File: config.mk
export PLATFORM = sky130hd
export DESIGN_NAME = trigger_mode_frame_capture
export DESIGN_NICKNAME = d
export VERILOG_FILES = /design/src/shared/frame_capture_pkg.sv /design/src/frame_cycle_timer.sv /design/src/trigger_mode_frame_capture.sv
export SDC_FILE = /design/constraint.sdc
export NUM_CORES = 1
export LEC_CHECK = 0
export BUFFER_PORTS_ARGS = -buffer_cell sky130_fd_sc_hd__buf_2
export CAP_MARGIN = 30
export CORE_AREA = 2 2 49 85
export DETAILED_ROUTE_END_ITERATION = 8
export DIE_AREA = 0 0 51 87
export HOLD_SLACK_MARGIN = 0.05
export PLACE_DENSITY = 0.71
export SLEW_MARGIN = 40
export SYNTH_ARGS = -nofsm -noshare
export SYNTH_HDL_FRONTEND = slang
export SYNTH_SLANG_ARGS = --single-unit
File: constraint.sdc
create_clock -name sys_clk -period 2.3 [get_ports sys_clk]
set_input_delay 0.46 -clock sys_clk [delete_from_list [all_inputs] [get_ports sys_clk]]
set_output_delay 0.46 -clock sys_clk [all_outputs]
set_load 0.1 [all_outputs]
File: src/shared/frame_capture_pkg.sv
`default_nettype none

package frame_capture_pkg;

  // Clock and frame timing
  localparam longint CLK_FREQ_HZ     = 100_000_000;
  localparam longint FREE_FPS_X10    = 93;
  localparam longint PRECISE_FPS_X10 = 46;
  // Least frame time, so round the cycle count up
  localparam longint FRAME_CYCLES_L  = (CLK_FREQ_HZ * 10 + FREE_FPS_X10 - 1) / FREE_FPS_X10;
  localparam int     FRAME_CYCLES    = int'(FRAME_CYCLES_L);
  // Exposure begins a quarter into each frame cycle
  localparam int     EXPO_DIVISOR    = 4;
  localparam int     EXPO_OFFSET     = FRAME_CYCLES / EXPO_DIVISOR;

  // Operating modes
  typedef enum logic [1:0] {
    MODE_FREE    = 2'h0,
    MODE_FAST    = 2'h1,
    MODE_PRECISE = 2'h2
  } trig_mode_e;

  // Capture sequencer states, one-hot
  typedef enum logic [3:0] {
    ST_IDLE    = 4'h1,
    ST_SETUP   = 4'h2,
    ST_WAIT    = 4'h4,
    ST_CAPTURE = 4'h8
  } cap_state_e;

  // Indications toward trigger source and host image path
  typedef struct packed {
    logic expo_out;
    logic frame_start;
    logic img_deliver;
    logic img_drop;
  } cap_out_s;

  localparam cap_out_s CAP_OUT_RST = '{expo_out: 1'b0, frame_start: 1'b0, img_deliver: 1'b0, img_drop: 1'b0};

endpackage

`default_nettype wire

File: src/frame_cycle_timer.sv
`default_nettype none

module frame_cycle_timer #(
  parameter int FRAME_CYCLES = 8,
  parameter int EXPO_OFFSET  = 2
) (
  input  wire logic sys_clk,
  input  wire logic rst_n,
  input  wire logic clk_en,
  input  wire logic restart,
  output logic      cyc_zero,
  output logic      expo_phase,
  output logic      frame_last
);

  localparam int CW = $clog2(FRAME_CYCLES);
  localparam logic [CW-1:0] LAST_CNT = CW'(FRAME_CYCLES - 1);
  localparam logic [CW-1:0] EXPO_CNT = CW'(EXPO_OFFSET);

  // Exposure must start inside the cycle and after its first clock
  if (FRAME_CYCLES < 4 || EXPO_OFFSET < 1 || EXPO_OFFSET >= FRAME_CYCLES) begin : g_bad
    $error("frame_cycle_timer: exposure offset outside frame cycle");
  end

  logic [CW-1:0] cnt_ff;
  logic [CW-1:0] nxt_cnt;

  //////////////////////////////////////////////////////////////////////////////
  // Decode of cycle position
  assign frame_last = (cnt_ff == LAST_CNT);
  assign cyc_zero   = (cnt_ff == '0);
  assign expo_phase = (cnt_ff >= EXPO_CNT);
  // Restart wins over wrap so a trigger always rebases the cycle
  assign nxt_cnt    = (restart || frame_last) ? '0 : cnt_ff + CW'(1);

  // Free-running position counter
  always_ff @(posedge sys_clk or negedge rst_n) begin
    if (!rst_n) begin
      cnt_ff <= '0;
    end else if (clk_en) begin
      cnt_ff <= nxt_cnt;
    end
  end

endmodule

`default_nettype wire

File: src/trigger_mode_frame_capture.sv
`default_nettype none

module trigger_mode_frame_capture
  import frame_capture_pkg::*;
#(
  parameter int FRAME_CYCLES = frame_capture_pkg::FRAME_CYCLES,
  parameter int EXPO_OFFSET  = frame_capture_pkg::EXPO_OFFSET
) (
  input  wire logic                           sys_clk,
  input  wire logic                           rst_n,
  input  wire logic                           clk_en,
  input  wire frame_capture_pkg::trig_mode_e  trig_mode,
  input  wire logic                           trigger,
  output frame_capture_pkg::cap_out_s         cap_out,
  output frame_capture_pkg::cap_state_e       cap_state
);
  import frame_capture_pkg::*;

  // Helper counters span two frames
  localparam int JW = $clog2(2 * FRAME_CYCLES + 1);
  localparam logic [JW-1:0] JIT_MAX   = JW'(2 * FRAME_CYCLES);
  localparam logic [JW-1:0] SETUP_END = JW'(FRAME_CYCLES - 1);

  if (JW > 31) begin : g_bad
    $error("trigger_mode_frame_capture: frame cycle count too large");
  end

  logic       cyc_zero;
  logic       expo_phase;
  logic       frame_last;
  logic       trig_prev_ff;
  logic       restart;
  cap_state_e st_ff;
  cap_state_e nxt_st;
  cap_out_s   out_ff;
  cap_out_s   nxt_out;

  //////////////////////////////////////////////////////////////////////////////
  // Frame cycle of the sensor
  frame_cycle_timer #(
    .FRAME_CYCLES (FRAME_CYCLES),
    .EXPO_OFFSET  (EXPO_OFFSET)
  ) u_timer (
    .sys_clk    (sys_clk),
    .rst_n      (rst_n),
    .clk_en     (clk_en),
    .restart    (restart),
    .cyc_zero   (cyc_zero),
    .expo_phase (expo_phase),
    .frame_last (frame_last)
  );

  //////////////////////////////////////////////////////////////////////////////
  // Mode and trigger decode; an unused mode code behaves as free run
  wire mode_fast    = (trig_mode == MODE_FAST);
  wire mode_precise = (trig_mode == MODE_PRECISE);
  wire mode_free    = !mode_fast && !mode_precise;
  wire trig_rise    = trigger && !trig_prev_ff;
  // Free run never looks at the trigger
  wire idle         = (st_ff == ST_IDLE);
  wire fast_take    = idle && mode_fast && trig_rise;
  // Wrap edge counts as before exposure: the new cycle begins next
  wire fast_early   = fast_take && (!expo_phase || frame_last);
  wire fast_late    = fast_take && expo_phase && !frame_last;
  // Busy precise capture ignores triggers, halving the rate
  wire prec_take    = idle && mode_precise && trig_rise;
  assign restart    = prec_take;
  wire capturing    = (st_ff == ST_CAPTURE);
  // Free run delivers even on the cycle it abandons a pending capture
  wire deliver      = frame_last && (capturing || mode_free);

  // Sequencer next state
  always_comb begin
    nxt_st = st_ff;
    case (st_ff)
      ST_IDLE: begin
        if (fast_early) begin
          nxt_st = ST_CAPTURE;
        end else if (fast_late) begin
          nxt_st = ST_WAIT;
        end else if (prec_take) begin
          nxt_st = ST_SETUP;
        end
      end
      ST_SETUP: begin
        if (frame_last) begin
          nxt_st = ST_CAPTURE;
        end
      end
      ST_WAIT: begin
        if (frame_last) begin
          nxt_st = ST_CAPTURE;
        end
      end
      ST_CAPTURE: begin
        if (frame_last) begin
          nxt_st = ST_IDLE;
        end
      end
      default: begin
        nxt_st = ST_IDLE;
      end
    endcase
    // Leaving the triggered modes abandons any capture
    if (mode_free) begin
      nxt_st = ST_IDLE;
    end
  end

  // Registered indications
  always_comb begin
    nxt_out             = CAP_OUT_RST;
    nxt_out.expo_out    = expo_phase && !frame_last && !restart && (mode_free || capturing);
    nxt_out.frame_start = frame_last || restart;
    nxt_out.img_deliver = deliver;
    nxt_out.img_drop    = frame_last && !deliver;
  end

  // State, trigger history and outputs
  always_ff @(posedge sys_clk or negedge rst_n) begin
    if (!rst_n) begin
      st_ff        <= ST_IDLE;
      trig_prev_ff <= 1'b0;
      out_ff       <= CAP_OUT_RST;
    end else if (clk_en) begin
      st_ff        <= nxt_st;
      trig_prev_ff <= trigger;
      out_ff       <= nxt_out;
    end
  end

  assign cap_out   = out_ff;
  assign cap_state = st_ff;

  //////////////////////////////////////////////////////////////////////////////
  // Checks: helper counters measure trigger to fast delivery and to precise setup end
  logic [JW-1:0] fast_cnt_ff;
  logic [JW-1:0] prec_cnt_ff;

  always_ff @(posedge sys_clk or negedge rst_n) begin
    if (!rst_n) begin
      fast_cnt_ff <= '0;
      prec_cnt_ff <= '0;
    end else if (clk_en) begin
      fast_cnt_ff <= fast_take ? '0 : fast_cnt_ff + JW'(1);
      prec_cnt_ff <= prec_take ? '0 : prec_cnt_ff + JW'(1);
    end
  end
endmodule

`default_nettype wire

# [Word level (Yosys, flattened, before mapping)]
# Index checks and enable logic that the tools add are counted.
[word_totals] register_bits=33 in_bits=6 out_inout_bits=8 wordCells=53
[op_classes] n_addsub=1 magnitude_cmp=1 n_eq_ne=10 muxes=8 reduce_logical=26
[ops] operator="adder 24 x 1 -> 24 bit, second input constant" count=1
[ops] operator="== test 24 bit, second input constant" count=1
[ops] operator="greater-or-equal comparator 24 x 22 -> 1 bit, second input constant" count=1
[ops] operator="2-to-1 mux 24 bit" count=1
[ops] operator="2-to-1 mux 4 bit" count=6
[ops] operator="logical AND 1 bit" count=14
[ops] operator="one-hot mux 4 bit (3 select lines)" count=1
[ops] operator="logical NOT 1 bit" count=7
[ops] operator="inequality test 5 x 3 -> 1 bit, second input constant" count=1
[ops] operator="== test 4 x 1 -> 1 bit, second input constant" count=1
[ops] operator="== test 4 x 2 -> 1 bit, second input constant" count=1
[ops] operator="== test 4 x 3 -> 1 bit, second input constant" count=1
[ops] operator="== test 4 bit, second input constant" count=1
[ops] operator="AND reduction 4 bit" count=1
[ops] operator="logical OR 1 bit" count=3
[ops] operator="inequality test 3 x 1 -> 1 bit, second input constant" count=1
[ops] operator="inequality test 3 bit, second input constant" count=1
[ops] operator="== test 2 x 1 -> 1 bit, second input constant" count=1
[ops] operator="== test 2 bit, second input constant" count=1
[ops] operator="OR reduction 2 bit" count=1

# [Depth between registers and ports, before layout]
[depth] ltp_word=9 ltp_mapped=8 ltp_nobuf=7

# [Hierarchy]
# Synthesis repeated with hierarchy kept, for this count alone.
[unflattened] hier_cells=217 area_unflattened_um2=2044.5
[by_module_without_submodules] mod="frame_cycle_timer" n_inst=1 cells_per_inst=167 area_each_um2=1516.5 seq_area_each_um2=600.6
[by_module_without_submodules] mod="trigger_mode_frame_capture" n_inst=1 cells_per_inst=50 area_each_um2=528.0 seq_area_each_um2=226.5

# [Least setup slack after synthesis]
# OpenSTA, ideal clock, no wires.
[synth_timing] kind="flip-flop to flip-flop" startpoint="register st_ff[1] (netlist: cap_state[1])" endpoint="register st_ff[3] (netlist: cap_state[3])" setup_ns=0.126 t_arrival_ns=1.824 required_time_ns=2.174 path_slack_ns=0.350 stages_incl_launch_ff=6 n_path_buf=0 synth_period_minus_slack_ns=1.950 cell_sequence="dfrtp_1 > nor4b_4 > a31oi_1 > o21ai_2 > o21ai_1 > a21oi_1"
[synth_between] elab_chain_cells=9 elab_cells_between_ends=20 classes_between="eq/ne (7); mux (4); reduce/logical (9)"
[synth_lines] item="start: declaration" line="trigger_mode_frame_capture.sv:33" rtl="cap_state_e st_ff;"
[synth_lines] item="start signal: assignment" line="trigger_mode_frame_capture.sv:126" rtl="st_ff <= nxt_st;"
[synth_lines] item="== test 4 x 1 -> 1 bit" line="trigger_mode_frame_capture.sv:60, trigger_mode_frame_capture.sv:75"
[synth_lines] item="logical AND 1 bit (2 in a row)" line="trigger_mode_frame_capture.sv:61" rtl="wire fast_take = idle && mode_fast && trig_rise;"
[synth_lines] item="logical AND 1 bit (2 in a row)" line="trigger_mode_frame_capture.sv:64" rtl="wire fast_late = fast_take && expo_phase && !frame_last;"
[synth_lines] item="2-to-1 mux 4 bit" line="trigger_mode_frame_capture.sv:79" rtl="end else if (fast_late) begin"
[synth_lines] item="2-to-1 mux 4 bit" line="trigger_mode_frame_capture.sv:77" rtl="if (fast_early) begin"
[synth_lines] item="one-hot mux 4 bit (3 select lines)" line="trigger_mode_frame_capture.sv:75" rtl="case (st_ff)"
[synth_lines] item="2-to-1 mux 4 bit" line="trigger_mode_frame_capture.sv:105" rtl="if (mode_free) begin"
# Parallel ways exist; a longest one is shown, timed or not.
# A chain may end at the register's enable or synchronous reset.

# [Worst setup path in the final report]
[layout_timing] startpoint="register u_timer.cnt_ff[3]" endpoint="register u_timer.cnt_ff[16]"
[layout_between] elab_chain_cells=3 elab_cells_between_ends=4 classes_between="add/sub (1); eq/ne (1); mux (1); reduce/logical (1)"
[layout_lines] item="start: declaration" line="frame_cycle_timer.sv:25" rtl="logic [CW-1:0] cnt_ff;"
[layout_lines] item="start signal: assignment" line="frame_cycle_timer.sv:41" rtl="cnt_ff <= nxt_cnt;"
[layout_lines] item="branches (longest 2 deep; another with adder 24 x 1 -> 24 bit)"
[layout_lines] item="2-to-1 mux 24 bit (*)" line="frame_cycle_timer.sv:34" rtl="assign nxt_cnt = (restart || frame_last) ? '0 : cnt_ff + CW'(1);"
# Every way passes the cells marked *.

==> results.ini <==
[setup_path]
startpoint = u_timer.cnt_ff[3]
cp_max_fo = 23
startpoint_type = flip-flop
r2r_end = u_timer.cnt_ff[16]
reg2regPathDepth = 6
critical_path_arrival_ps = 2180
rrSetupSlack_ps = 260
path_buf_inv = 0
critical-path-top-delay-family = simple AND/OR/NAND/NOR gates
critical_path.endpoint = u_timer.cnt_ff[16]
crit_chain = nor4b_1 > nand4_1 > nor4_4 > a31oi_4 > nor2_8 > nor2_1
path_depth = 6
worst_path_max_delay_cell = dfrtp_1
worstSetupEndpointType = flip-flop
rr_startpoint = u_timer.cnt_ff[3]
required_ps = 2450
critPathMaxStageDelay_ps = 430
crit_type = flip-flop to flip-flop

[cells_and_area]
fin_util_pct = 58.2
drive_gt1_share_pct = 25.2
mostFrequentLayoutCell = dfrtp_1
nets = 231
layout_common_cells = 32 x dfrtp_1, 22 x nand2_1, 20 x nor2_1
instances_no_fill = 270
diodes = 0
area_growth_pct = 11.3

[routing]
vias = 1487
ant_nets = 0
drt_pass1_iterations = 4
drt_iter0_drc = 32
drc = 0
routedWlPerCell_um = 15.1
wl_um = 4080
vias_per_cell = 5.51

[synth]
synth-simple-area-share_pct = 29.7
synth_ff_type = dfrtp_1
syn_inst = 199
syn_area_per_cell_um2 = 9.97
synth_top_family_by_area = simple AND/OR/NAND/NOR gates
synth-xor-area-share_pct = 10.6
synth.mux.area_fraction_pct = 1.07
ys_seq_area_share_pct = 41.7
async_flop_share_pct = 100
yosys_warnings = 0
syn_area_um2 = 1980
synth_edf_count = 0
synth_compound_area_share_pct = 9.78
synth_fa_ha_area_share_pct = 2.52
synth_nets = 209
ys_ff_latch = 33
synth_cell_type_count = 44

[global_routing]
grt_usage_pct = 21.0
grt_max_degree = 34
grt-ovfl-total = 0
grt_pass1_wl_um = 6820
grt_pass1_vias = 1455
antenna_found_initial = 0

[clock_network]
cts-resized-gates = 0
htreeDepth = 2
clk_pin_slew_worst_paths_ps = 70
hold_buffers = 0
clock_latency_ps = 280
clock_sinks = 33
cts_tree = built
postCtsSetupRepairBufs = 0
clock_path_buffers = 2
numCtsBuffers = 5
cts-root-buf = clkbuf_8

[outcome]
status = complete, no violations

[floorplan]
start_util_pct = 52.3
row_count = 30
die_area_um2 = 4440
num_io_pins = 14
fp.coreArea_um2 = 3790
die_w_um = 51
die-height_um = 87

[timing]
tns_ps = 0
grt_setup_unrepaired = false
worst_pin_slew_ps = 496
hold_viol_final = 0
post-route-period-util_pct = 88.5
slew_violations = 0
setup_viol = 0
timing.slew.headroom_pct = 67.2
skew_ps = 4.40
fin_crit_ps = 2040
hold_slack_ps = 111
timing.fmax_mhz = 491

[power]
ir_worst_vdd_uv = 709
p_per_area_nw_per_um2 = 783
power_mw = 1.73
leakagePower_nw = 1.04

[placement]
dp_hpwl_um = 3060
place_congestion = 0.806
io_buffer_count = 13
dp_cells = 262

[worst_hold_path]
hold_class = primary input to asynchronous set/reset pin

[flow_run]
cap_violations = 0

[cells by family after synthesis]
| group | Yosys count |
|---|---|
| AOI/OAI and AO/OA | 24 |
| xor gates and xnor gates | 24 |
| adders and majority gates | 4 |
| buffers and inverters | 15 |
| DFF | 33 |
| muxes | 2 |
| and+or+nand+nor | 97 |
[metrics by stage]
stage,setup WS (ps),area (µm²)
after floorplan,350,1980
after global placement,305,2100
after detailed placement,244,2100
after CTS,217,2200
after global routing,76.5,2210
final,265,2210
[final cells by class]
cell class | instances | area (µm²)
clock buffer | 7 | 96.3
multi-input combinational | 151 | 1060
fill | 340 | 1580
inverter | 11 | 41.3
timing repair buffer | 19 | 113
tap | 48 | 60.1
clock inverter | 1 | 5.00
sequential | 33 | 827
[registers in the layout, indices dropped and copies added (netlist names)]
register        count
u_timer.cnt_ff     24
cap_out             4
cap_state           4
trig_prev_ff        1
[Yosys cell counts, drive strengths merged (2+ instances only)]
master / count / area [µm²]
a21oi: 3 / 15.0
a31oi: 2 / 27.5
and3: 6 / 38.8
buf: 4 / 50.1
dfrtp: 32 / 801
ha: 4 / 50.1
inv: 11 / 41.3
nand2: 23 / 88.8
nand2b: 3 / 18.8
nand3: 6 / 30.0
nand4: 6 / 37.5
nand4b: 2 / 17.5
nor2: 37 / 195
nor3: 3 / 15.0
nor4: 2 / 42.5
nor4b: 5 / 73.8
o21ai: 9 / 48.8
o311a: 2 / 20.0
xnor2: 8 / 70.1
xor2: 16 / 140
[per-layer routing]
layer  part of all wire, %  track usage, %
met2                    57            39.1
met4                   1.6            9.09
met5                     0               0
met1                    38            22.2
met3                   2.8            4.12
[power breakdown]
group	internal, mW	switching (mW)	leakage [nW]	total (mW)
logic	0.148	0.333	0.547	0.481
registers	0.653	0.110	0.442	0.763
clock network	0.270	0.212	0.0542	0.483
[worst min-delay path by stage]
stage | start | endpoint | slack, ps | depth (start not counted)
2_1_floorplan | rst_n | cap_out[0] | 160 | 0
3_3_place_gp | cap_out[2] | cap_out[2] | 470 | 1
3_5_place_dp | cap_out[2] | cap_out[2] | 470 | 1
4_1_cts | rst_n | u_timer.cnt_ff[2] | 260 | 1
5_1_grt | rst_n | u_timer.cnt_ff[8] | 150 | 1
6_report | rst_n | u_timer.cnt_ff[15] | 110 | 1
Note: power is estimated with default switching activity, not from simulation.
